[src/drrsd_pkg.sv]
package drrsd_pkg;

  // io ports of the indexed configuration window
  localparam logic [15:0] IO_INDEX_PORT = 16'h0022;
  localparam logic [15:0] IO_DATA_PORT = 16'h0023;

  // configuration indexes
  localparam logic [7:0] IDX_MEM_DECODE = 8'h10;
  localparam logic [7:0] IDX_REMAP_CTRL = 8'h11;
  localparam logic [7:0] IDX_REMAP_ADDR = 8'h12;
  localparam logic [7:0] IDX_SHADOW_LOW = 8'h14;
  localparam logic [7:0] IDX_SHADOW_HIGH = 8'h15;
  localparam logic [7:0] IDX_MC_CTRL = 8'h20;
  localparam logic [7:0] IDX_REFRESH = 8'h36;
  localparam logic [7:0] IDX_AB_SHADOW = 8'h3c;

  // reset values
  localparam logic [7:0] RST_CFG = 8'h00;
  localparam logic [7:0] RST_INDEX = 8'h00;

  // field positions
  localparam int unsigned BIT_ROM_128K = 0;    // memory_decode_control
  localparam int unsigned BIT_CBR = 1;         // memory_decode_control
  localparam int unsigned BIT_HOLE_ISA = 2;    // memory_decode_control
  localparam int unsigned BIT_MOVE_OUT = 1;    // remap_control
  localparam int unsigned BIT_SPLIT_EN = 2;    // remap_control
  localparam int unsigned BIT_AB_REGION = 1;   // remap_address_and_ab_shadow
  localparam int unsigned FLD_REMAP_LSB = 4;   // remap_address_and_ab_shadow
  localparam int unsigned BIT_FLASH_WE = 2;    // memory controller control
  localparam int unsigned BIT_MC_EN = 7;       // memory controller control
  localparam int unsigned FLD_REF_LSB = 4;     // refresh_period_control
  localparam int unsigned BIT_AB_FUNC = 3;     // ab_shadow_function_enable

  // refresh timing
  localparam int unsigned CLK_PERIOD_NS = 10;
  localparam int unsigned REF_ROWS = 256;
  localparam int unsigned REF_WINDOW_MS = 4;
  localparam int unsigned REF_FAST_US = 15;
  localparam int unsigned REF_SLOW_US = 120;
  localparam int unsigned REF_MID_US = 60;
  localparam int unsigned REF_FAST_CYC = REF_FAST_US * 1000 / CLK_PERIOD_NS;
  localparam int unsigned REF_SLOW_CYC = REF_SLOW_US * 1000 / CLK_PERIOD_NS;
  localparam int unsigned REF_MID_CYC = REF_MID_US * 1000 / CLK_PERIOD_NS;
  localparam int unsigned REF_CNT_W = 14;

  // dram strobe timing in clocks
  localparam logic [2:0] RAS_CYC = 3'h3;
  localparam logic [2:0] CAS_CYC = 3'h2;
  localparam logic [2:0] PRE_CYC = 3'h2;
  localparam logic [2:0] CBR_LEAD_CYC = 3'h1;

  typedef enum logic [1:0] {TGT_DRAM, TGT_ROM, TGT_ISA} drrsd_target_t;

endpackage

[src/drrsd_top.sv]
// Operation
// - default refresh rate is 256 rows per 4 ms, one every 15 us
// - refresh field 00 and 10 give 15 us, 01 gives 120 us, 11 gives 60 us
// - cbr select low gives ras-only refresh
// - cbr select high gives cas-before-ras refresh
// - remap type bit: 0 split, 1 move-out
// - remap megabyte A23-A20 comes from the remap address field
// - split remap needs enable bit set and type bit clear
// - split remap maps A19:17 000,001,010 to 101,110,111, upper zero
// - C0000-FFFFF is eight 32 KB blocks with own read/write enables
// - code 00 off both, 10 read off write dram, 01 read dram protected; off is rom in the bios range, else isa
// - A/B region local only when both enables set, else isa
// - rom size bit: 0 gives 64 KB at F0000, 1 gives 128 KB at E0000
// - flash write strobe only when flash write enable bit is set
// - hole bit: 0 keeps 15M-16M below the rom at FF0000 (FE0000 with 128 KB) local, 1 sends that part to isa
// - controller off sends all to isa and holds dram strobes high
module drrsd_top
  import drrsd_pkg::*;
#(
  parameter int unsigned REF_SLOW_CYCLES = drrsd_pkg::REF_SLOW_CYC,
  parameter int unsigned REF_MID_CYCLES = drrsd_pkg::REF_MID_CYC,
  parameter logic [4:0] DRAM_MB = 5'h10
) (
  input wire logic clk_sys,
  input wire logic srst,
  input wire logic io_wr,
  input wire logic io_rd,
  input wire logic [15:0] io_port,
  input wire logic [7:0] io_wdata,
  output logic [7:0] io_rdata_q,
  output logic io_rvalid_q,
  input wire logic cpu_req,
  input wire logic cpu_wr,
  input wire logic [23:0] cpu_addr,
  output logic cpu_ready_q,
  output logic cpu_done_q,
  output logic isa_cycle_q,
  output logic rom_select_q,
  output logic flash_we_q,
  output logic [6:0] physical_dram_address_upper_q,
  output logic row_strobe_n_q,
  output logic column_strobe_n_q,
  output logic dram_write_strobe_n_q,
  output logic refresh_active_q,
  output logic [7:0] refresh_row_q
);
  import drrsd_pkg::*;

  typedef enum {ST_IDLE, ST_CBR_CAS, ST_REF_RAS, ST_ROW, ST_COL, ST_PRE} drrsd_state_t;

  logic [7:0] index_q;
  logic [7:0] mem_decode_q, remap_ctrl_q, remap_addr_q, shadow_low_q, shadow_high_q;
  logic [7:0] mc_ctrl_q, refresh_ctrl_q, ab_func_q;
  logic [REF_CNT_W-1:0] ref_cnt_q;
  logic ref_tick, ref_pend_q, ref_pend_d;
  drrsd_state_t state_q, state_d;
  logic [2:0] tmr_q;
  logic acc_wr_q, cbr_q, take, start_ref;
  drrsd_target_t tgt;
  logic [6:0] pa;
  logic mc_en, ab_on;

  assign mc_en = mc_ctrl_q[BIT_MC_EN];
  assign ab_on = ab_func_q[BIT_AB_FUNC] & remap_addr_q[BIT_AB_REGION];

  ////////////////////////////////////////////////////////////////////////
  // decode helpers

  function automatic logic [1:0] blk_code(input logic [2:0] blk);
    logic [15:0] all;
    all = {shadow_high_q, shadow_low_q};
    blk_code = all[{blk, 1'b0} +: 2];
  endfunction

  // a remap target segment is usable only while its lower two 32 KB blocks are unshadowed, or for A/B while ab_on is clear
  function automatic logic seg_free(input logic [2:0] seg);
    seg_free = 1'b0;
    case (seg)
      3'h5: seg_free = !ab_on;
      3'h6: seg_free = (blk_code(3'h0) == 2'h0) && (blk_code(3'h1) == 2'h0);
      3'h7: seg_free = (blk_code(3'h4) == 2'h0) && (blk_code(3'h5) == 2'h0);
      default: seg_free = 1'b0;
    endcase
  endfunction

  function automatic logic in_bios(input logic [23:0] a);
    in_bios = (a[19:16] == 4'hf) || (mem_decode_q[BIT_ROM_128K] && (a[19:16] == 4'he));
  endfunction

  // remapped segment for a cpu address, bit 3 flags a hit
  function automatic logic [3:0] remap_seg(input logic [23:0] a);
    logic [2:0] seg;
    logic hit;
    seg = 3'h0;
    hit = 1'b0;
    if (a[23:20] == remap_addr_q[FLD_REMAP_LSB +: 4] && a[23:20] != 4'h0) begin
      if (remap_ctrl_q[BIT_MOVE_OUT]) begin
        seg = a[19:17];
        hit = a[19] && (a[18:17] != 2'h0);
      end else if (remap_ctrl_q[BIT_SPLIT_EN]) begin
        seg = a[19:17] + 3'h5;
        hit = !a[19] && (a[18:17] != 2'h3);
      end
    end
    remap_seg = {hit && seg_free(seg), seg};
  endfunction

  // target of a cpu memory cycle
  function automatic drrsd_target_t decode(input logic [23:0] a, input logic wr);
    logic [3:0] rs;
    logic [1:0] code;
    rs = remap_seg(a);
    code = blk_code(a[17:15]);
    if (!mc_en) begin
      decode = TGT_ISA;
    end else if (rs[3]) begin
      decode = TGT_DRAM;
    end else if (a[23:16] == 8'hff || (mem_decode_q[BIT_ROM_128K] && a[23:16] == 8'hfe)) begin
      decode = TGT_ROM;
    end else if (a[23:20] == 4'hf && mem_decode_q[BIT_HOLE_ISA]) begin
      decode = TGT_ISA;
    end else if (a[23:20] != 4'h0) begin
      decode = ({1'b0, a[23:20]} < DRAM_MB) ? TGT_DRAM : TGT_ISA;
    end else if (a[19:17] == 3'h5) begin
      decode = ab_on ? TGT_DRAM : TGT_ISA;
    end else if (a[19:18] == 2'h3) begin
      // write uses the upper bit, read the lower
      if (wr ? code[1] : code[0]) begin
        decode = TGT_DRAM;
      end else begin
        decode = in_bios(a) ? TGT_ROM : TGT_ISA;
      end
    end else begin
      decode = TGT_DRAM;
    end
  endfunction

  function automatic logic [6:0] phys_upper(input logic [23:0] a);
    logic [3:0] rs;
    rs = remap_seg(a);
    phys_upper = rs[3] ? {4'h0, rs[2:0]} : a[23:17];
  endfunction

  // a plain assign would only wake on the address and write flag, so a configuration write would leave a stale target
  always_comb begin
    tgt = decode(cpu_addr, cpu_wr);
    pa = phys_upper(cpu_addr);
  end

  ////////////////////////////////////////////////////////////////////////
  // configuration window

  // index latch and configuration writes
  always_ff @(posedge clk_sys) begin
    if (srst) begin
      index_q <= RST_INDEX;
      mem_decode_q <= RST_CFG;
      remap_ctrl_q <= RST_CFG;
      remap_addr_q <= RST_CFG;
      shadow_low_q <= RST_CFG;
      shadow_high_q <= RST_CFG;
      mc_ctrl_q <= RST_CFG;
      refresh_ctrl_q <= RST_CFG;
      ab_func_q <= RST_CFG;
    end else if (io_wr) begin
      if (io_port == IO_INDEX_PORT) begin
        index_q <= io_wdata;
      end else if (io_port == IO_DATA_PORT) begin
        if (index_q == IDX_MEM_DECODE) mem_decode_q <= io_wdata;
        else if (index_q == IDX_REMAP_CTRL) remap_ctrl_q <= io_wdata;
        else if (index_q == IDX_REMAP_ADDR) remap_addr_q <= io_wdata;
        else if (index_q == IDX_SHADOW_LOW) shadow_low_q <= io_wdata;
        else if (index_q == IDX_SHADOW_HIGH) shadow_high_q <= io_wdata;
        else if (index_q == IDX_MC_CTRL) mc_ctrl_q <= io_wdata;
        else if (index_q == IDX_REFRESH) refresh_ctrl_q <= io_wdata;
        else if (index_q == IDX_AB_SHADOW) ab_func_q <= io_wdata;
      end
    end
  end

  // reads answer one clock later; unknown indexes read as zero
  always_ff @(posedge clk_sys) begin
    if (srst) begin
      io_rdata_q <= 8'h00;
      io_rvalid_q <= 1'b0;
    end else begin
      io_rvalid_q <= io_rd && (io_port == IO_INDEX_PORT || io_port == IO_DATA_PORT);
      if (!io_rd) io_rdata_q <= 8'h00;
      else if (io_port == IO_INDEX_PORT) io_rdata_q <= index_q;
      else if (io_port != IO_DATA_PORT) io_rdata_q <= 8'h00;
      else if (index_q == IDX_MEM_DECODE) io_rdata_q <= mem_decode_q;
      else if (index_q == IDX_REMAP_CTRL) io_rdata_q <= remap_ctrl_q;
      else if (index_q == IDX_REMAP_ADDR) io_rdata_q <= remap_addr_q;
      else if (index_q == IDX_SHADOW_LOW) io_rdata_q <= shadow_low_q;
      else if (index_q == IDX_SHADOW_HIGH) io_rdata_q <= shadow_high_q;
      else if (index_q == IDX_MC_CTRL) io_rdata_q <= mc_ctrl_q;
      else if (index_q == IDX_REFRESH) io_rdata_q <= refresh_ctrl_q;
      else if (index_q == IDX_AB_SHADOW) io_rdata_q <= ab_func_q;
      else io_rdata_q <= 8'h00;
    end
  end

  ////////////////////////////////////////////////////////////////////////
  // refresh timer

  function automatic logic [REF_CNT_W-1:0] ref_period(input logic [1:0] sel);
    case (sel)
      2'h1: ref_period = REF_CNT_W'(REF_SLOW_CYCLES - 1);
      2'h3: ref_period = REF_CNT_W'(REF_MID_CYCLES - 1);
      default: ref_period = REF_CNT_W'(REF_FAST_CYC - 1);
    endcase
  endfunction

  assign ref_tick = (ref_cnt_q == '0);

  // free-running interval counter, reloaded at each tick
  always_ff @(posedge clk_sys) begin
    if (srst) ref_cnt_q <= ref_period(2'h0);
    else if (ref_tick) ref_cnt_q <= ref_period(refresh_ctrl_q[FLD_REF_LSB +: 2]);
    else ref_cnt_q <= ref_cnt_q - 1'b1;
  end

  // a tick in the start cycle wins over the clear, so no interval is lost
  assign ref_pend_d = ref_tick | (ref_pend_q & ~start_ref);

  always_ff @(posedge clk_sys) begin
    if (srst) ref_pend_q <= 1'b0;
    else ref_pend_q <= ref_pend_d;
  end

  ////////////////////////////////////////////////////////////////////////
  // cycle sequencer

  assign take = (state_q == ST_IDLE) && cpu_req && cpu_ready_q;
  // refresh only when no cycle is taken
  assign start_ref = (state_q == ST_IDLE) && !take && ref_pend_q && mc_en;

  // next state; a dram strobe state is never entered while disabled
  always_comb begin
    state_d = state_q;
    case (state_q)
      ST_IDLE: begin
        if (take && tgt == TGT_DRAM) state_d = ST_ROW;
        else if (start_ref && mem_decode_q[BIT_CBR]) state_d = ST_CBR_CAS;
        else if (start_ref) state_d = ST_REF_RAS;
      end
      ST_CBR_CAS: if (tmr_q == 3'h0) state_d = ST_REF_RAS;
      ST_REF_RAS: if (tmr_q == 3'h0) state_d = ST_PRE;
      ST_ROW: if (tmr_q == 3'h0) state_d = ST_COL;
      ST_COL: if (tmr_q == 3'h0) state_d = ST_PRE;
      ST_PRE: if (tmr_q == 3'h0) state_d = ST_IDLE;
      default: state_d = ST_IDLE;
    endcase
  end

  // state and phase timer
  always_ff @(posedge clk_sys) begin
    if (srst) begin
      state_q <= ST_IDLE;
      tmr_q <= 3'h0;
    end else begin
      state_q <= state_d;
      if (state_d != state_q) begin
        case (state_d)
          ST_CBR_CAS: tmr_q <= CBR_LEAD_CYC - 3'h1;
          ST_REF_RAS, ST_ROW: tmr_q <= RAS_CYC - 3'h1;
          ST_COL: tmr_q <= CAS_CYC - 3'h1;
          ST_PRE: tmr_q <= PRE_CYC - 3'h1;
          default: tmr_q <= 3'h0;
        endcase
      end else if (tmr_q != 3'h0) begin
        tmr_q <= tmr_q - 3'h1;
      end
    end
  end

  // cycle context captured when a cycle starts; the refresh row steps when refresh ras ends
  always_ff @(posedge clk_sys) begin
    if (srst) begin
      acc_wr_q <= 1'b0;
      cbr_q <= 1'b0;
      physical_dram_address_upper_q <= 7'h00;
      refresh_row_q <= 8'h00;
    end else begin
      if (take) acc_wr_q <= cpu_wr;
      if (take && tgt == TGT_DRAM) physical_dram_address_upper_q <= pa;
      if (start_ref) cbr_q <= mem_decode_q[BIT_CBR];
      if (state_q == ST_REF_RAS && state_d == ST_PRE) refresh_row_q <= refresh_row_q + 8'h01;
    end
  end

  // strobes and handshakes; ready only drops when refresh or a dram cycle needs the bus
  always_ff @(posedge clk_sys) begin
    if (srst) begin
      cpu_ready_q <= 1'b0;
      cpu_done_q <= 1'b0;
      isa_cycle_q <= 1'b0;
      rom_select_q <= 1'b0;
      flash_we_q <= 1'b0;
      row_strobe_n_q <= 1'b1;
      column_strobe_n_q <= 1'b1;
      dram_write_strobe_n_q <= 1'b1;
      refresh_active_q <= 1'b0;
    end else begin
      // hold off new cycles while refresh waits
      cpu_ready_q <= (state_d == ST_IDLE) && !(ref_pend_d && mc_en);
      cpu_done_q <= (take && tgt != TGT_DRAM) || (state_q == ST_COL && state_d == ST_PRE);
      isa_cycle_q <= take && tgt == TGT_ISA;
      rom_select_q <= take && tgt == TGT_ROM;
      flash_we_q <= take && tgt == TGT_ROM && cpu_wr && mc_ctrl_q[BIT_FLASH_WE];
      // strobes only move in dram states
      row_strobe_n_q <= !(state_d == ST_ROW || state_d == ST_COL || state_d == ST_REF_RAS);
      column_strobe_n_q <= !(state_d == ST_COL || state_d == ST_CBR_CAS ||
                             (state_d == ST_REF_RAS && state_q != ST_IDLE && cbr_q));
      dram_write_strobe_n_q <= !(state_d == ST_COL && acc_wr_q);
      refresh_active_q <= state_d == ST_CBR_CAS || state_d == ST_REF_RAS ||
                          (state_d == ST_PRE && state_q != ST_COL && refresh_active_q);
    end
  end

endmodule // drrsd_top

[config.mk]
export PLATFORM = sky130hd
export DESIGN_NAME = drrsd_top
export DESIGN_NICKNAME = d
export VERILOG_FILES = /design/src/drrsd_pkg.sv /design/src/drrsd_top.sv
export SDC_FILE = /design/constraint.sdc
export NUM_CORES = 1
export LEC_CHECK = 0
export BUFFER_PORTS_ARGS = -buffer_cell sky130_fd_sc_hd__buf_2
export CAP_MARGIN = 0
export CORE_MARGIN = 4
export CORE_UTILIZATION = 62
export CTS_CLUSTER_DIAMETER = 150
export DETAILED_ROUTE_END_ITERATION = 8
export PLACE_DENSITY = 0.85
export SYNTH_ARGS = -nofsm -noshare
export SYNTH_HDL_FRONTEND = slang
export SYNTH_SLANG_ARGS = --single-unit
[constraint.sdc]
create_clock -name clk_sys -period 8.15 [get_ports clk_sys]
set_input_delay 1.63 -clock clk_sys [delete_from_list [all_inputs] [get_ports clk_sys]]
set_output_delay 1.63 -clock clk_sys [all_outputs]
set_load 0.1 [all_outputs]
[Yosys cells after proc, flatten, opt, wreduce, memory -nomap -nowiden]
Index checks and enable logic that the tools add are counted.
Cells by class
  divide/modulo/power cells: 0
  reduce and logical (&&, ||, !) cells: 77
  shift-type cells: 1
  bitwise gates (word level): 13
  equality and inequality tests: 45
  multiply operators: 0
  add/subtract/negate cells: 4
  $lt $le $gt $ge: 0
  multiplexer cells: 42
Operators with widths (count)
  equality test 32 x 3 -> 1 bit, second input constant: 7
  two-way mux 32 bit: 7
  equality test 32 x 2 -> 1 bit, second input constant: 5
  case mux 32 bit (5 select lines): 1
  equality test 32 x 4 -> 1 bit, second input constant: 3
  logical NOT 32 bit: 3
  two-way mux 8 bit: 10
  equality test 8 x 5 -> 1 bit, second input constant: 5
  equality test 16 x 6 -> 1 bit, second input constant: 2
  equality test 32 x 1 -> 1 bit, second input constant: 1
  != test 32 bit: 1
  != test 32 x 4 -> 1 bit, second input constant: 1
  nonzero test 32 bit: 1
  logical AND 1 bit: 31
  case mux 14 bit (2 select lines): 1
  equality test 8 x 6 -> 1 bit, second input constant: 3
  two-way mux 2 bit: 10
  equality test 8 bit, second input constant: 2
  != test 16 x 6 -> 1 bit, second input constant: 1
  indexed part select 16 x 5 -> 2 bit: 1
  two-way mux 3 bit: 5
  logical NOT 14 bit: 1
  two-way mux 14 bit: 1
  subtractor 14 x 1 -> 14 bit, second input constant: 1
  other kinds (33): 78
Word-level totals
  memories: 0
  input bits: 54
  ROM bits: 0
  memory bits (writable): 0
  bits in registers: 157
  word-level logic and storage cells: 210
  bits in latches: 0
  output and inout bits: 33

[Depth between registers and ports, before layout]
  depth after elaboration: 21
  depth in mapped cells: 10
  depth with buffers taken out: 10

[Worst setup path before layout]
Ideal clock, no wire load.
  kind: input port to flip-flop
  start: input cpu_addr[17]
  end: register physical_dram_address_upper_q[5]
  data arrival time: 3619 ps
  path slack: 4461 ps
  stages: 10
  setup time: 70 ps
  path buffers: 1
  data required time: 8080 ps
  cells stage by stage: clkbuf_1 -> inv_1 -> ha_1 -> nor4bb_1 -> o21ai_0 -> o211a_1 -> a22o_1 -> o2111ai_4 -> or2_2 -> a21oi_1
On the way
  cells in the longest elaborated chain, start to end: 14
  elaborated cells on any way between the ends: 39
  classes of those cells: 1 x add/sub; 9 x eq/ne; 1 x shift; 18 x mux; 10 x reduce/logical
Ends and longest elaborated chain
  from (decl): line drrsd_top.sv:34  | input wire logic [23:0] cpu_addr,
  parallel branches: the longest is 14 deep, another holds indexed part select 16 x 5 -> 2 bit
  to (signal assigned): line drrsd_top.sv:286  | if (take && tgt == TGT_DRAM) physical_dram_address_upper_q <= pa;
  to (decl): line drrsd_top.sv:40  | output logic [6:0] physical_dram_address_upper_q,
Several ways; the timed one is not identified.
A chain may end at the register's enable or synchronous reset.

[Final worst setup path]
  start: input io_port[10]
  end: register ab_func_q[5]
On the way
  cells in the longest elaborated chain, start to end: 3
  elaborated cells on any way between the ends: 4
  classes of those cells: 2 x eq/ne; 1 x bitwise; 1 x reduce/logical
Ends and longest elaborated chain
  from (decl): line drrsd_top.sv:28  | input wire logic [15:0] io_port,
  equality test 16 x 6 -> 1 bit: line drrsd_top.sv:166  | if (io_port == IO_INDEX_PORT) begin
  NOT 1 bit (no line)
  AND reduction 11 bit (no line) *
  to (signal assigned): line drrsd_top.sv:176  | else if (index_q == IDX_AB_SHADOW) ab_func_q <= io_wdata;
  to (decl): line drrsd_top.sv:53  | logic [7:0] mc_ctrl_q, refresh_ctrl_q, ab_func_q;
Every way passes the cells marked *; elsewhere a longest branch is shown, timed or not.

==> flow_summary.toml <==
[finish]
syn_to_final_growth_pct = 14.9
nFillCells = 791
diodes = 0
nets = 915
ff_latch_area_um2 = 3140
reg_top3 = "state_q x32, ref_cnt_q x14"
largest_register_ffs = 32
top_register = "state_q"
multi_input_area_um2 = 3540
drive_gt1_share_pct = 14.8

[clocking]
cts-root-buf = "clkbuf_8"
clock_path_buffers = 2
cts_made_buffers = 17
cts_sinks = 157
cts_tree = "done"
postCtsHoldBufs = 0
cts_resized = 0
clock_latency_ns = 0.53
clkTransAtPathRegs_ns = 0.06
htree_levels = 4
post_cts_buffers = 0

[global_route]
track_usage_pct = 29.3
antenna_found_initial = 0
grt_pass1_wl_mm = 30.0
grt_overflow_total = 0
grt_pass1_vias = 6012
grt_max_degree = 79

[synth]
seq_area_frac_synth_pct = 46.1
synth_top_area_share_pct = 46.1
synth-main-ff-cell = "dfxtp_1"
synth_area_leader_cell = "dfxtp_1"
synth-edff-count = 0
synthArstFlopShare_pct = 0
yosysWarnings = 0
synthTopCellsByArea = "dfxtp_1 (46%), nand2_1 (6.9%), mux2i_1 (6.3%)"
synth_area_per_cell_um2 = 8.77
syn_area_um2 = 6810
synth_seq_cells = 157
syn_inst = 777
ys_types = 65

[sta]
hold_violations = 0
post-route-period-util_pct = 47.0
drv_slew = 0
layout_setup_ws_ns = 4.32
setup_viol = 0
period_minus_slack_ns = 3.83
tns_ns = 0
max_clock_freq_ghz = 0.261
finalClockSkew_ns = 0.00781
rsz0062_at_grt = "false"
tightest_slew_ns = 1.06
slew_headroom_pct = 29.1

[drt]
drc = 0
ant_nets = 0
post_drt_wl_per_cell_um = 18.1
vias = 6154
wl_mm = 18.1
drt_first_iter_violations = 639
drt-pass1-iter-count = 5
viasPerCell = 6.13

[floorplanning]
die-area_um2 = 12700
die_x_um = 113
pin_count = 87
start_util_pct = 63.1
core_area_um2 = 10800
rows = 38
die-height_um = 113

[worst_setup_path]
worst_ep_required_time_ns = 8.54
reg2reg_from = "index_q[0]"
end_kind = "register"
cp-start-kind = "input port"
rr_worst_depth = 5
reg2reg_to = "mc_ctrl_q[3]"
ff2ff_setup_slack_ns = 5.11
crit_type = "input port to register"
critPathMaxFanout = 16
cp_data_arrival_time_ns = 4.22

[place]
port_buffers = 71
hpwl_mm = 12.0
dp_slack_ns = 3.93
place_congestion = 0.935

[power]
power_density_nw_per_um2 = 199
p_leak_nw = 3.09
ir_drop_mv = 0.167

[worst_hold_path]
hold_start = "acc_wr_q"
min_to = "dram_write_strobe_n_q"
min_path_type = "register to register"
whs_path_depth = 1

[outcome]
status = "complete, no violations"

[job]
max_cap_viol_count = 0
## placed cells by master (no fill, tap or decap), types with 16 or more instances in the layout
cell type,instances
clkbuf_16,16
conb_1,29
dfxtp_1,157
nand2_1,126
inv_1,18
nand3_1,22
mux2i_1,43
a21oi_1,67
o21ai_0,20
buf_2,71
nor2_1,79
## worst max path at each step
stage                 start                                to  cells after the start
2_1_floorplan  cpu_addr[17]  physical_dram_address_upper_q[5]                     10
3_3_place_gp    io_port[10]                      ab_func_q[2]                      8
3_5_place_dp    io_port[10]                      ab_func_q[2]                      8
4_1_cts         io_port[10]                      ab_func_q[5]                      8
5_1_grt          io_port[9]                      ab_func_q[5]                      8
6_report        io_port[10]                      ab_func_q[5]                      8
## stage by stage
| stage | utilization [%] | hold slack, ns | cell area, um^2 | power, mW | std cells |
|---|---|---|---|---|---|
| detailed placement | 67.6 | 0.392 | 7290 | 0.847 | 974 |
| floorplan | - | 0.368 | 6920 | 0.827 | 805 |
| global placement | 67.6 | 0.391 | 7290 | 0.845 | 974 |
| CTS | 72.5 | 0.410 | 7830 | 1.56 | 1004 |
| finish | 72.5 | 0.411 | 7830 | 1.56 | 1004 |
| global route | 72.5 | 0.432 | 7830 | 1.61 | 1004 |
## cells by family after synthesis
family	after synthesis	synth area share, %
compound gates	149	14.4
xor+xnor	20	2.57
flops	157	46.1
fa+ha+maj	8	1.47
simple gates	327	23.0
mux	54	8.96
buf+inv	61	3.40
other cells	1	0.0551
## power breakdown
part	switching, mW	internal, mW
Sequential	0.00348	0.777
Combinational	0.0361	0.0153
Clock	0.310	0.417
## layout make-up
cell class,count,share of cell area (%)
multi-input cells,587,45.3
flip-flops and latches,157,40.2
clock buffers,20,5.69
repair buffers,72,4.64
well taps,140,2.24
clock inverters,10,1.17
inverters,18,0.863
## worst max-delay path: stages
cell and delay (ns):
buf_2 0.10, nor4b_1 0.41, nand4_1 0.21, nor2_1 0.19, and2_1 0.54, nand4_1 0.69
mux2i_1 0.39, nor2_1 0.07
## metal layers
layer  global-route usage, %  up-vias  share of wire, %
met5                       0        -                 0
met4                    12.4        0               3.6
met3                    7.86       65                10
met2                    47.2      347                46
met1                    37.3     2864                40
li1                        -     2878                 -
## synthesized netlist by cell type, types with 7 or more instances
| cell | instances |
|---|---|
| inv_1 | 18 |
| o22ai_1 | 9 |
| and3_1 | 10 |
| nand3_1 | 22 |
| o21ai_0 | 20 |
| xor2_1 | 10 |
| ha_1 | 8 |
| nor4_1 | 13 |
| clkbuf_1 | 40 |
| nor2_1 | 79 |
| mux2i_1 | 43 |
| xnor2_1 | 10 |
| nor3_1 | 13 |
| nand2_1 | 126 |
| a21oi_1 | 67 |
| or3_1 | 7 |
| dfxtp_1 | 157 |
| nand4_1 | 10 |
Power figures use the tool's default switching activity.
